<file path="src/epc_pkg.sv">
package epc_pkg;
  // ************************************************************
  // Geometry
  // ************************************************************
  localparam int ADDR_W = 14;
  localparam int DATA_W = 8;
  localparam logic [ADDR_W-1:0] ADDR_LAST = 14'h3fff;
  // ************************************************************
  // Timing
  // ************************************************************
  localparam int CLK_MHZ      = 25;
  localparam int PULSE_US     = 100;
  localparam int PULSE_CYC    = PULSE_US * CLK_MHZ;
  localparam int SETTLE_CYC   = 4;
  localparam int MAX_PULSES   = 10;
  localparam logic [DATA_W-1:0] ERASED_BYTE = 8'hff;

  typedef enum logic [2:0] {
    EPC_CMD_READ   = 3'h0,
    EPC_CMD_PROG   = 3'h1,
    EPC_CMD_SIG    = 3'h2,
    EPC_CMD_FINAL  = 3'h3
  } epc_cmd_t;

  typedef struct packed {
    epc_cmd_t            cmd;
    logic [ADDR_W-1:0]   addr;
    logic [DATA_W-1:0]   data;
  } epc_req_t;

  typedef struct packed {
    logic                chip_sel_n;
    logic                out_en_n;
    logic                write_pulse_n;
    logic                vpp_hi;
    logic                vcc_hi;
    logic                id_select_hv_pin;
    logic [ADDR_W-1:0]   addr;
  } epc_pins_t;
endpackage

</file>
<file path="src/epc_ctrl.sv">
`timescale 1ns/1ps
module epc_ctrl
  import epc_pkg::*;
#(
  parameter int PULSE_CYCLES = PULSE_CYC
)(
  input  wire logic                      CLK_I,
  input  wire logic                      RST_N_I,
  input  wire epc_pkg::epc_req_t         REQ_I,
  input  wire logic                      REQ_VALID_I,
  output logic                           REQ_READY_O,
  output logic                           DONE_O,
  output logic                           FAIL_O,
  output logic [epc_pkg::DATA_W-1:0]     RDATA_O,
  output logic [3:0]                     PULSES_O,
  output epc_pkg::epc_pins_t             PINS_O,
  output logic [epc_pkg::DATA_W-1:0]     DQ_O,
  output logic                           DQ_OE_O,
  input  wire logic [epc_pkg::DATA_W-1:0] DQ_I
);
  import epc_pkg::*;

  // ************************************************************
  // Pin synchroniser
  // ************************************************************
  logic [DATA_W-1:0] dq_s1_r;
  logic [DATA_W-1:0] dq_s2_r;
  always_ff @(posedge CLK_I or negedge RST_N_I)
  begin
    if (!RST_N_I)
    begin
      dq_s1_r <= '0;
      dq_s2_r <= '0;
    end
    else
    begin
      dq_s1_r <= DQ_I;
      dq_s2_r <= dq_s1_r;
    end
  end

  // ************************************************************
  // Sequencer
  // ************************************************************
  typedef enum logic [2:0] {
    S_IDLE, S_SETUP, S_PULSE, S_RECOVER, S_VERIFY, S_SAMPLE
  } epc_state_t;

  localparam int TW = $clog2(PULSE_CYCLES + 1);

  epc_state_t        st_r, st_nxt;
  epc_req_t          req_r, req_nxt;
  epc_pins_t         pins_r, pins_nxt;
  logic [DATA_W-1:0] dq_r, dq_nxt;
  logic              oe_r, oe_nxt;
  logic [3:0]        cnt_r, cnt_nxt;
  logic [DATA_W-1:0] rd_r, rd_nxt;
  logic              done_r, done_nxt;
  logic              fail_r, fail_nxt;
  logic              t_start;
  logic [TW-1:0]     t_load;
  logic              t_done;

  epc_timer #(.W(TW)) u_timer (
    .CLK_I   (CLK_I),
    .RST_N_I (RST_N_I),
    .START_I (t_start),
    .LOAD_I  (t_load),
    .DONE_O  (t_done)
  );

  // Idle pins: deselected, supplies normal, so outputs float and
  // nothing can be written
  function automatic epc_pins_t idle_pins();
    epc_pins_t p;
    p = '0;
    p.chip_sel_n    = 1'b1;
    p.out_en_n      = 1'b1;
    p.write_pulse_n = 1'b1;
    return p;
  endfunction

  always_comb
  begin
    st_nxt   = st_r;
    req_nxt  = req_r;
    pins_nxt = pins_r;
    dq_nxt   = dq_r;
    oe_nxt   = oe_r;
    cnt_nxt  = cnt_r;
    rd_nxt   = rd_r;
    done_nxt = 1'b0;
    fail_nxt = 1'b0;
    t_start  = 1'b0;
    t_load   = TW'(SETTLE_CYC - 1);
    unique case (st_r)
      S_IDLE:
      begin
        if (REQ_VALID_I)
        begin
          req_nxt  = REQ_I;
          cnt_nxt  = '0;
          pins_nxt = idle_pins();
          pins_nxt.addr = REQ_I.addr;
          pins_nxt.chip_sel_n = 1'b0;
          unique case (REQ_I.cmd)
            EPC_CMD_PROG:
            begin
              pins_nxt.vpp_hi = 1'b1;
              pins_nxt.vcc_hi = 1'b1;
              dq_nxt = REQ_I.data;
              oe_nxt = 1'b1;
            end
            EPC_CMD_SIG:
            begin
              pins_nxt.id_select_hv_pin = 1'b1;
              pins_nxt.addr = {{(ADDR_W-1){1'b0}}, REQ_I.addr[0]};
              pins_nxt.out_en_n = 1'b0;
            end
            default:
            begin
              pins_nxt.out_en_n = 1'b0;
            end
          endcase
          t_start = 1'b1;
          st_nxt  = S_SETUP;
        end
      end
      S_SETUP:
      begin
        if (t_done)
        begin
          if (req_r.cmd == EPC_CMD_PROG)
          begin
            pins_nxt.write_pulse_n = 1'b0;
            cnt_nxt = cnt_r + 4'h1;
            t_load  = TW'(PULSE_CYCLES - 1);
            t_start = 1'b1;
            st_nxt  = S_PULSE;
          end
          else
            st_nxt = S_SAMPLE;
        end
      end
      S_PULSE:
      begin
        if (t_done)
        begin
          pins_nxt.write_pulse_n = 1'b1;
          oe_nxt  = 1'b0;
          t_start = 1'b1;
          st_nxt  = S_RECOVER;
        end
      end
      S_RECOVER:
      begin
        if (t_done)
        begin
          pins_nxt.out_en_n = 1'b0;
          t_start = 1'b1;
          st_nxt  = S_VERIFY;
        end
      end
      S_VERIFY:
      begin
        if (t_done)
        begin
          rd_nxt = dq_s2_r;
          pins_nxt.out_en_n = 1'b1;
          if (dq_s2_r == req_r.data)
          begin
            done_nxt = 1'b1;
            pins_nxt = idle_pins();
            st_nxt   = S_IDLE;
          end
          else if (cnt_r == 4'(MAX_PULSES))
          begin
            fail_nxt = 1'b1;
            pins_nxt = idle_pins();
            st_nxt   = S_IDLE;
          end
          else
          begin
            dq_nxt  = req_r.data;
            oe_nxt  = 1'b1;
            t_start = 1'b1;
            st_nxt  = S_SETUP;
          end
        end
      end
      S_SAMPLE:
      begin
        // Extra settle cycle lets the data pass the synchroniser
        rd_nxt   = dq_s2_r;
        done_nxt = 1'b1;
        fail_nxt = (req_r.cmd == EPC_CMD_FINAL) && (dq_s2_r != req_r.data);
        pins_nxt = idle_pins();
        st_nxt   = S_IDLE;
      end
    endcase
  end

  always_ff @(posedge CLK_I or negedge RST_N_I)
  begin
    if (!RST_N_I)
    begin
      st_r   <= S_IDLE;
      req_r  <= '0;
      pins_r <= {1'b1, 1'b1, 1'b1, 1'b0, 1'b0, 1'b0, {ADDR_W{1'b0}}};
      dq_r   <= ERASED_BYTE;
      oe_r   <= 1'b0;
      cnt_r  <= '0;
      rd_r   <= '0;
      done_r <= 1'b0;
      fail_r <= 1'b0;
    end
    else
    begin
      st_r   <= st_nxt;
      req_r  <= req_nxt;
      pins_r <= pins_nxt;
      dq_r   <= dq_nxt;
      oe_r   <= oe_nxt;
      cnt_r  <= cnt_nxt;
      rd_r   <= rd_nxt;
      done_r <= done_nxt;
      fail_r <= fail_nxt;
    end
  end

  // Parallel devices share these same pin drivers
  assign PINS_O      = pins_r;
  assign DQ_O        = dq_r;
  assign DQ_OE_O     = oe_r;
  assign REQ_READY_O = (st_r == S_IDLE);
  assign DONE_O      = done_r;
  assign FAIL_O      = fail_r;
  assign RDATA_O     = rd_r;
  assign PULSES_O    = cnt_r;
endmodule

</file>
<file path="src/epc_timer.sv">
`timescale 1ns/1ps
module epc_timer
  import epc_pkg::*;
#(
  parameter int W = 12
)(
  input  wire logic         CLK_I,
  input  wire logic         RST_N_I,
  input  wire logic         START_I,
  input  wire logic [W-1:0] LOAD_I,
  output logic              DONE_O
);
  logic [W-1:0] cnt_r;
  logic [W-1:0] cnt_nxt;
  logic         run_r;
  logic         run_nxt;

  always_comb
  begin
    cnt_nxt = cnt_r;
    run_nxt = run_r;
    if (START_I)
    begin
      cnt_nxt = LOAD_I;
      run_nxt = 1'b1;
    end
    else if (run_r)
    begin
      if (cnt_r == '0)
        run_nxt = 1'b0;
      else
        cnt_nxt = cnt_r - 1'b1;
    end
  end

  always_ff @(posedge CLK_I or negedge RST_N_I)
  begin
    if (!RST_N_I)
    begin
      cnt_r <= '0;
      run_r <= 1'b0;
    end
    else
    begin
      cnt_r <= cnt_nxt;
      run_r <= run_nxt;
    end
  end

  // No start term: the sequencer restarts from done, which would loop
  assign DONE_O = run_r && (cnt_r == '0);
endmodule

</file>
<file path="config.mk">
export PLATFORM = sky130hd
export DESIGN_NAME = epc_ctrl
export DESIGN_NICKNAME = d
export VERILOG_FILES = /design/src/epc_pkg.sv /design/src/epc_ctrl.sv /design/src/epc_timer.sv
export SDC_FILE = /design/constraint.sdc
export NUM_CORES = 1
export LEC_CHECK = 0
export ABC_AREA = 1
export BUFFER_PORTS_ARGS = -buffer_cell sky130_fd_sc_hd__buf_4
export CORE_MARGIN = 8
export CORE_UTILIZATION = 55
export DETAILED_ROUTE_END_ITERATION = 8
export PLACE_DENSITY = 0.8
export SLEW_MARGIN = 5
export SYNTH_ARGS = -nofsm -noshare
export SYNTH_HDL_FRONTEND = slang
export SYNTH_SLANG_ARGS = --single-unit
export TNS_END_PERCENT = 10
</file>
<file path="constraint.sdc">
create_clock -name CLK_I -period 2.35 [get_ports CLK_I]
set_clock_uncertainty 0.2 [all_clocks]
set_input_delay 0.47 -clock CLK_I [delete_from_list [all_inputs] [get_ports CLK_I]]
set_output_delay 0.47 -clock CLK_I [all_outputs]
set_load 0.1 [all_outputs]
</file>
==> results of run 1 <==
[flip-flops by register name, summed over array words and instances (netlist names)]
| name | count |
|---|---|
| DONE_O | 1 |
| DQ_O | 8 |
| DQ_OE_O | 1 |
| FAIL_O | 1 |
| PINS_O | 19 |
| PULSES_O | 4 |
| RDATA_O | 8 |
| dq_s1_r | 8 |
| dq_s2_r | 8 |
| req_r | 11 |
| st_r | 3 |
| u_timer.cnt_r | 12 |
| u_timer.run_r | 1 |
[placed cells by master, fill, tap and decap left out, types with 2 or more instances in the layout]
cell and count:
sky130_fd_sc_hd__inv_8 3, sky130_fd_sc_hd__nor2_4 3, sky130_fd_sc_hd__dfstp_2 11, sky130_fd_sc_hd__dfrtp_2 2
sky130_fd_sc_hd__nor2_2 4, sky130_fd_sc_hd__o21ai_2 9, sky130_fd_sc_hd__nand2_2 11, sky130_fd_sc_hd__clkbuf_8 9
sky130_fd_sc_hd__buf_4 84, sky130_fd_sc_hd__inv_2 5, sky130_fd_sc_hd__o21ai_1 3, sky130_fd_sc_hd__o21ai_0 31
sky130_fd_sc_hd__ha_1 4, sky130_fd_sc_hd__o31ai_1 2, sky130_fd_sc_hd__a21oi_2 2, sky130_fd_sc_hd__mux2_2 3
sky130_fd_sc_hd__nand4_1 2, sky130_fd_sc_hd__xnor2_1 6, sky130_fd_sc_hd__nor2_1 27, sky130_fd_sc_hd__nand2_4 3
sky130_fd_sc_hd__dfrtp_1 72, sky130_fd_sc_hd__dlygate4sd3_1 6, sky130_fd_sc_hd__inv_1 40, sky130_fd_sc_hd__nand3_1 26
sky130_fd_sc_hd__inv_6 2, sky130_fd_sc_hd__a21oi_1 8, sky130_fd_sc_hd__nor3_1 7, sky130_fd_sc_hd__nand2_1 132
sky130_fd_sc_hd__xor2_1 5
[layer usage]
layer,vias up,GRT usage,share of wire
met5,-,0,0
met4,0,0.0767,0.015
met3,13,0.0456,0.072
met2,104,0.317,0.48
met1,1479,0.230,0.44
li1,1589,-,-
[cell type report]
| cell class | count | share of cell area |
|---|---|---|
| clock buffers | 9 | 0.0251 |
| clock inverters | 7 | 0.0182 |
| inverters | 46 | 0.0354 |
| multi-input cells | 300 | 0.319 |
| flip-flops and latches | 85 | 0.434 |
| well taps | 99 | 0.0251 |
| repair buffers | 91 | 0.144 |
[synthesized netlist by cell type]
master | n | area, um2
sky130_fd_sc_hd__buf_2 | 3 | 15.0
sky130_fd_sc_hd__inv_4 | 1 | 6.26
sky130_fd_sc_hd__o21a_1 | 1 | 7.51
sky130_fd_sc_hd__nor3_4 | 1 | 16.3
sky130_fd_sc_hd__a22o_1 | 1 | 8.76
sky130_fd_sc_hd__nand4_4 | 1 | 21.3
sky130_fd_sc_hd__o21ai_2 | 9 | 78.8
sky130_fd_sc_hd__ha_1 | 4 | 50.1
sky130_fd_sc_hd__xnor2_1 | 6 | 52.6
sky130_fd_sc_hd__xor2_1 | 5 | 43.8
sky130_fd_sc_hd__buf_6 | 2 | 22.5
sky130_fd_sc_hd__nand3b_1 | 1 | 7.51
sky130_fd_sc_hd__o21ai_1 | 3 | 15.0
sky130_fd_sc_hd__nor2_2 | 4 | 25.0
sky130_fd_sc_hd__nor2_4 | 3 | 33.8
sky130_fd_sc_hd__or2_0 | 1 | 6.26
sky130_fd_sc_hd__dfrtp_1 | 74 | 1850
sky130_fd_sc_hd__nor2_8 | 1 | 20.0
sky130_fd_sc_hd__nand2_1 | 132 | 495
sky130_fd_sc_hd__nand2_4 | 3 | 33.8
sky130_fd_sc_hd__nand4_1 | 2 | 12.5
sky130_fd_sc_hd__inv_1 | 40 | 150
sky130_fd_sc_hd__o211ai_1 | 1 | 7.51
sky130_fd_sc_hd__o21ai_0 | 31 | 155
sky130_fd_sc_hd__inv_2 | 5 | 18.8
sky130_fd_sc_hd__nand3_4 | 1 | 17.5
sky130_fd_sc_hd__mux2_2 | 3 | 33.8
sky130_fd_sc_hd__nor2_1 | 27 | 101
sky130_fd_sc_hd__clkbuf_1 | 4 | 15.0
sky130_fd_sc_hd__a21oi_2 | 2 | 17.5
sky130_fd_sc_hd__nor3b_1 | 1 | 7.51
sky130_fd_sc_hd__nand3_1 | 26 | 130
sky130_fd_sc_hd__nor3_1 | 7 | 35.0
sky130_fd_sc_hd__a21oi_1 | 8 | 40.0
sky130_fd_sc_hd__dfstp_2 | 11 | 289
sky130_fd_sc_hd__o32ai_1 | 1 | 8.76
sky130_fd_sc_hd__o31ai_1 | 2 | 15.0
sky130_fd_sc_hd__nand2_2 | 11 | 68.8
sky130_fd_sc_hd__mux2i_1 | 1 | 10.0
sky130_fd_sc_hd__buf_4 | 2 | 15.0
[how the worst min path moves through the flow]
stage | from | slack, ns | cells after the start | end
final | DQ_I[5] | 0.01 | 1 | dq_s1_r[5]
after global routing | DQ_I[5] | 0.004 | 1 | dq_s1_r[5]
after CTS | DQ_I[7] | 0.002 | 1 | dq_s1_r[7]
after detailed placement | dq_s1_r[0] | 0.14 | 0 | dq_s2_r[0]
after global placement | dq_s1_r[1] | 0.13 | 0 | dq_s2_r[1]
after floorplan | RST_N_I | -0.03 | 0 | DONE_O
[stage by stage]
step	cell area (um2)	hold WS (ns)	setup slack, ns
after global routing	4940	0.00389	0.0237
after CTS	4930	0.00174	0.0900
after global placement	4670	0.132	0.309
after floorplan	3960	-0.0256	0.132
final	4940	0.00955	0.101
after detailed placement	4670	0.136	0.230
[logic make-up (layout without fill, tap and decap cells)]
family	after synthesis	after routing	synth area share
AO/OA/AOI/OAI	59	59	0.0894
XOR/XNOR	11	11	0.0243
adder cells (fa/ha/maj)	4	4	0.0126
buffers and inverters	57	153	0.0613
flip-flops	85	85	0.541
multiplexers	4	4	0.0111
AND/OR/NAND/NOR	222	222	0.261
==> run_summary.xml, run 1 <==
<?xml version="1.0" encoding="UTF-8"?>
<metrics>
  <group name="clocking">
    <metric name="cts-root-buf" unit="">sky130_fd_sc_hd__clkbuf_8</metric>
    <metric name="cts.hold.buffers_added" unit="">5</metric>
    <metric name="insertion_delay" unit="ns">0.36</metric>
    <metric name="clk_pin_slew" unit="ns">0.10</metric>
    <metric name="ctsResizeCount" unit="">0</metric>
    <metric name="clockBufferDepth" unit="">2</metric>
    <metric name="post-cts-setup-buffer-count" unit="">0</metric>
    <metric name="cts_max_level" unit="">3</metric>
    <metric name="tritoncts" unit="">yes</metric>
    <metric name="clock_sinks" unit="">85</metric>
    <metric name="tritoncts.num_buffers" unit="">9</metric>
  </group>
  <group name="sta">
    <metric name="final.setup.tns" unit="ns">0</metric>
    <metric name="max_clock_freq" unit="MHz">445</metric>
    <metric name="unrepaired_setup_endpoints_after_global_routing" unit="">no</metric>
    <metric name="layout_worst_path_cycle_share" unit="">0.957</metric>
    <metric name="hold_violations" unit="">0</metric>
    <metric name="timing_worst_slew_pin_value" unit="ns">0.464</metric>
    <metric name="finalSetupViolations" unit="">0</metric>
    <metric name="slew_viol_final" unit="">0</metric>
    <metric name="max_slew_margin" unit="">0.690</metric>
    <metric name="finalCriticalPeriod" unit="ns">2.25</metric>
  </group>
  <group name="layout">
    <metric name="multiInputGateArea" unit="um2">1580</metric>
    <metric name="fin_nets" unit="">573</metric>
    <metric name="fill_cell_instance_count_of_the_final_layout" unit="">559</metric>
    <metric name="postLayoutCoreUtil" unit="">0.696</metric>
    <metric name="drive_above_1_share" unit="">0.296</metric>
    <metric name="final_cells" unit="">637</metric>
    <metric name="insertedDiodeCount" unit="">0</metric>
    <metric name="area.growth.synth_to_final" unit="%">24.8</metric>
    <metric name="layout.area.seq" unit="um2">2140</metric>
  </group>
  <group name="setup_path">
    <metric name="arrival" unit="ns">1.58</metric>
    <metric name="worst_setup_ep_type" unit="">output port</metric>
    <metric name="cp.required" unit="ns">1.68</metric>
    <metric name="cp.depth" unit="">4</metric>
    <metric name="worst-r2r-setup-slack" unit="ns">0.21</metric>
    <metric name="worst-path-max-fanout" unit="">6</metric>
    <metric name="worstSetupStartpoint" unit="">st_r[1]</metric>
    <metric name="timing.critical_path.buf_inv" unit="">2</metric>
    <metric name="worstSetupPathType" unit="">flop to output port</metric>
    <metric name="worst_setup_ep" unit="">REQ_READY_O</metric>
    <metric name="timing.rr.end" unit="">PINS_O[0]</metric>
    <metric name="timing.critical_path.from_type" unit="">flop</metric>
    <metric name="crit_family" unit="">flip-flops</metric>
    <metric name="critical-path-slowest-cell" unit="">sky130_fd_sc_hd__dfrtp_1</metric>
    <metric name="slowest_delay" unit="ns">0.47</metric>
    <metric name="reg2reg_from" unit="">u_timer.cnt_r[0]</metric>
    <metric name="crit_chain" unit="">nor2_4 -&gt; inv_4 -&gt; nor2_8 -&gt; buf_4</metric>
    <metric name="r2r.worst_path.cells" unit="">10</metric>
  </group>
  <group name="die">
    <metric name="fp.coreArea" unit="um2">7100</metric>
    <metric name="die_area" unit="um2">10200</metric>
    <metric name="count_of_pins_on_the_block_boundary" unit="">80</metric>
    <metric name="die_w" unit="um">101</metric>
    <metric name="die_h" unit="um">101</metric>
    <metric name="initial_core_util" unit="">0.558</metric>
    <metric name="row_count" unit="">31</metric>
  </group>
  <group name="place">
    <metric name="place_hpwl" unit="um">6910</metric>
    <metric name="dp_cells" unit="">615</metric>
    <metric name="globalplace.congestion" unit="">0.904</metric>
    <metric name="placement.io_buffers" unit="">79</metric>
  </group>
  <group name="min_path">
    <metric name="worst_hold_path_type" unit="">input port to flop</metric>
  </group>
  <group name="yosys">
    <metric name="syn-instance-count" unit="">442</metric>
    <metric name="post_synth.cell_area_avg" unit="um2">8.96</metric>
    <metric name="synth.yosys.seq_area_share" unit="">0.541</metric>
    <metric name="synth_area" unit="um2">3960</metric>
    <metric name="synth_warnings" unit="">0</metric>
    <metric name="postSynthRegisterBits" unit="">85</metric>
    <metric name="syn_nets" unit="">482</metric>
    <metric name="synth_cell_types" unit="">40</metric>
  </group>
  <group name="global_route">
    <metric name="maximum_number_of_pins_on_one_net_before_global_route_repair" unit="">34</metric>
    <metric name="gr-total-overflow" unit="">0</metric>
    <metric name="grt_pass1_wl" unit="um">15500</metric>
    <metric name="gr_util_all_layers" unit="">0.190</metric>
    <metric name="grt_antenna_before_repair" unit="">0</metric>
    <metric name="first_global_vias" unit="">3321</metric>
  </group>
  <group name="routing">
    <metric name="drtIter0Drc" unit="">142</metric>
    <metric name="vias_per_cell" unit="">5.00</metric>
    <metric name="route.vias.total" unit="">3185</metric>
    <metric name="routed_wirelength" unit="um">9160</metric>
    <metric name="antenna_left" unit="">0</metric>
    <metric name="drt_pre_antenna_iters" unit="">5</metric>
    <metric name="routed_len_inst" unit="um">14.4</metric>
    <metric name="drt_drc_violations_left" unit="">0</metric>
  </group>
  <group name="flow_run">
    <metric name="max_capacitance_violation_count" unit="">0</metric>
  </group>
  <group name="outcome">
    <metric name="result_of_the_run" unit="">finished, final reports clean</metric>
  </group>
</metrics>
Power of run 1 is not shown: default switching activity piles up to over one toggle a cycle in this logic, so the estimate is an artifact.
==> inputs of run 2 (changes only) <==
Settings changed: SETUP_SLACK_MARGIN set to 0.4.
==> run 2 against run 1 <==
Compared with the run above:
- via count up 9.8%
- highest routed layer unchanged
- utilization up 5.2 points
- wire length up 11%
- non-clock buffer count up 23
- fmax up 10%
- worst hold slack better by 0.00063 ns
- worst setup slack better by 0.20 ns
- clock-buffer cell count up 2
==> run_summary.xml, run 2 (same netlist as run 1, synthesis figures left out) <==
<?xml version="1.0" encoding="UTF-8"?>
<metrics>
  <group name="outcome">
    <metric name="result_of_the_run" unit="">finished, final reports clean</metric>
  </group>
  <group name="sta">
    <metric name="slew_viol_final" unit="">0</metric>
    <metric name="layout_worst_path_cycle_share" unit="">0.870</metric>
    <metric name="max_slew_margin" unit="">0.714</metric>
    <metric name="max_clock_freq" unit="MHz">489</metric>
    <metric name="unrepaired_setup_endpoints_after_global_routing" unit="">yes</metric>
    <metric name="timing_worst_slew_pin_value" unit="ns">0.426</metric>
    <metric name="finalCriticalPeriod" unit="ns">2.04</metric>
    <metric name="hold_violations" unit="">0</metric>
    <metric name="finalSetupViolations" unit="">0</metric>
    <metric name="final.setup.tns" unit="ns">0</metric>
  </group>
  <group name="layout">
    <metric name="multiInputGateArea" unit="um2">1740</metric>
    <metric name="most_common_cell_after_layout_fill_and_taps_aside" unit="">sky130_fd_sc_hd__nand2_1</metric>
    <metric name="layout.area.seq" unit="um2">2160</metric>
    <metric name="fill_cell_instance_count_of_the_final_layout" unit="">500</metric>
    <metric name="layout.cells.most_common_list" unit="">123 x sky130_fd_sc_hd__nand2_1, 103 x sky130_fd_sc_hd__buf_4, 64 x sky130_fd_sc_hd__dfrtp_1</metric>
    <metric name="largest_register_ffs" unit="">19</metric>
    <metric name="fin_nets" unit="">598</metric>
    <metric name="area.growth.synth_to_final" unit="%">34.1</metric>
    <metric name="drive_above_1_share" unit="">0.382</metric>
    <metric name="insertedDiodeCount" unit="">0</metric>
  </group>
  <group name="setup_path">
    <metric name="timing.critical_path.from_type" unit="">flop</metric>
    <metric name="crit_chain" unit="">nor2_2 -&gt; nand2_2 -&gt; nor2_2 -&gt; nand4_1 -&gt; nand2_2 -&gt; inv_4 -&gt; nand2_1 -&gt; xor2_1 -&gt; nor2_1</metric>
    <metric name="worst-r2r-setup-slack" unit="ns">0.31</metric>
    <metric name="crit_family" unit="">simple AND/OR/NAND/NOR gates</metric>
    <metric name="timing.critical_path.buf_inv" unit="">1</metric>
    <metric name="worst-path-max-fanout" unit="">6</metric>
    <metric name="worstSetupStartpoint" unit="">u_timer.cnt_r[4]</metric>
    <metric name="slowest_delay" unit="ns">0.42</metric>
    <metric name="worstSetupPathType" unit="">flop to flop</metric>
    <metric name="r2r.worst_path.cells" unit="">9</metric>
    <metric name="critical-path-slowest-cell" unit="">sky130_fd_sc_hd__dfrtp_1</metric>
    <metric name="timing.rr.end" unit="">u_timer.cnt_r[2]</metric>
    <metric name="arrival" unit="ns">2.08</metric>
    <metric name="worst_setup_ep_type" unit="">flop</metric>
    <metric name="cp.required" unit="ns">2.39</metric>
    <metric name="reg2reg_from" unit="">u_timer.cnt_r[4]</metric>
  </group>
  <group name="clocking">
    <metric name="cts_max_level" unit="">3</metric>
    <metric name="clockBufferDepth" unit="">2</metric>
    <metric name="tritoncts" unit="">yes</metric>
    <metric name="insertion_delay" unit="ns">0.36</metric>
    <metric name="cts-root-buf" unit="">sky130_fd_sc_hd__clkbuf_8</metric>
    <metric name="clock_sinks" unit="">85</metric>
    <metric name="clk_pin_slew" unit="ns">0.09</metric>
    <metric name="tritoncts.num_buffers" unit="">9</metric>
  </group>
  <group name="routing">
    <metric name="vias_per_cell" unit="">5.28</metric>
    <metric name="routed_len_inst" unit="um">15.4</metric>
    <metric name="antenna_left" unit="">0</metric>
    <metric name="route.vias.total" unit="">3497</metric>
    <metric name="drtIter0Drc" unit="">198</metric>
    <metric name="routed_wirelength" unit="um">10200</metric>
    <metric name="drt_drc_violations_left" unit="">0</metric>
    <metric name="drt_pre_antenna_iters" unit="">7</metric>
  </group>
  <group name="die">
    <metric name="initial_core_util" unit="">0.558</metric>
    <metric name="count_of_pins_on_the_block_boundary" unit="">80</metric>
    <metric name="die_h" unit="um">101</metric>
    <metric name="die_area" unit="um2">10200</metric>
    <metric name="row_count" unit="">31</metric>
    <metric name="fp.coreArea" unit="um2">7100</metric>
    <metric name="die_w" unit="um">101</metric>
  </group>
  <group name="global_route">
    <metric name="grt_antenna_before_repair" unit="">0</metric>
    <metric name="grt_pass1_wl" unit="um">15400</metric>
    <metric name="gr-total-overflow" unit="">0</metric>
    <metric name="gr_util_all_layers" unit="">0.192</metric>
    <metric name="first_global_vias" unit="">3270</metric>
    <metric name="maximum_number_of_pins_on_one_net_before_global_route_repair" unit="">58</metric>
  </group>
  <group name="min_path">
    <metric name="timing.hold.worst.start" unit="">DQ_I[4]</metric>
    <metric name="worstHoldEndpoint" unit="">dq_s1_r[4]</metric>
    <metric name="worst_hold_path_type" unit="">input port to flop</metric>
    <metric name="min_delay_path_depth" unit="">1</metric>
  </group>
  <group name="place">
    <metric name="place_hpwl" unit="um">6710</metric>
    <metric name="placement.io_buffers" unit="">79</metric>
    <metric name="globalplace.congestion" unit="">0.984</metric>
  </group>
  <group name="flow_run">
    <metric name="max_capacitance_violation_count" unit="">0</metric>
  </group>
</metrics>
==> run 2: cell count changes in the layout (fill, tap and decap cells not counted), moves of 3 or more <==
cell	previous run	this run
sky130_fd_sc_hd__nor2_4	3	8
sky130_fd_sc_hd__nand3_2	0	4
sky130_fd_sc_hd__inv_8	3	0
sky130_fd_sc_hd__nand2_4	3	8
sky130_fd_sc_hd__nor2_1	27	21
sky130_fd_sc_hd__dfrtp_1	72	64
sky130_fd_sc_hd__nand2_2	11	15
sky130_fd_sc_hd__buf_4	84	103
sky130_fd_sc_hd__nand3_1	26	22
sky130_fd_sc_hd__nand2_1	132	123
sky130_fd_sc_hd__dfrtp_2	2	8
==> run 2: what timing repair did <==
| item | CTS | global route |
|---|---|---|
| gates cloned | 1 | 2 |
| buffers inserted | 4 | 21 |
| resized for setup | 11 | 35 |
| pin swaps | 3 | 20 |
| hold endpoints to repair | 27 | 4 |
| setup endpoints to repair | 48 | 53 |
| hold buffers | 2 | 4 |
==> run 2: final cells by class <==
class | count | share of cell area
repair buffers | 114 | 0.175
flip-flops and latches | 85 | 0.406
multi-input cells | 302 | 0.328
inverters | 46 | 0.0335
clock inverters | 5 | 0.00683
clock buffers | 11 | 0.0266
well taps | 99 | 0.0233
==> run 2: through the flow <==
| stage | instance area, um2 | worst slack [ns] | std cells | hold WS, ns | util |
|---|---|---|---|---|---|
| after floorplan | 3990 | 0.371 | 442 | -0.0256 | - |
| after global placement | 4670 | 0.356 | 612 | 0.131 | 0.658 |
| after detailed placement | 4670 | 0.268 | 612 | 0.135 | 0.658 |
| after CTS | 4950 | 0.309 | 635 | 0.000251 | 0.698 |
| after global routing | 5310 | 0.212 | 662 | -0.00123 | 0.748 |
| final | 5310 | 0.306 | 662 | 0.0102 | 0.748 |
==> run 2: worst max-delay path by stage <==
stage | slack [ns] | to | depth (start not counted)
3_5_place_dp | 0.27 | PINS_O[0] | 10
4_1_cts | 0.31 | u_timer.cnt_r[11] | 12
2_1_floorplan | 0.37 | PINS_O[10] | 9
6_report | 0.31 | u_timer.cnt_r[2] | 9
3_3_place_gp | 0.36 | RDATA_O[6] | 5
5_1_grt | 0.21 | u_timer.cnt_r[2] | 9
==> run 2: per-layer routing <==
layer | GRT usage | routed length [um]
met5 | 0 | 0
met1 | 0.226 | 4080
met2 | 0.326 | 5040
met4 | 0.0802 | 243
met3 | 0.0477 | 811
Power of run 2 is left out for the same reason.
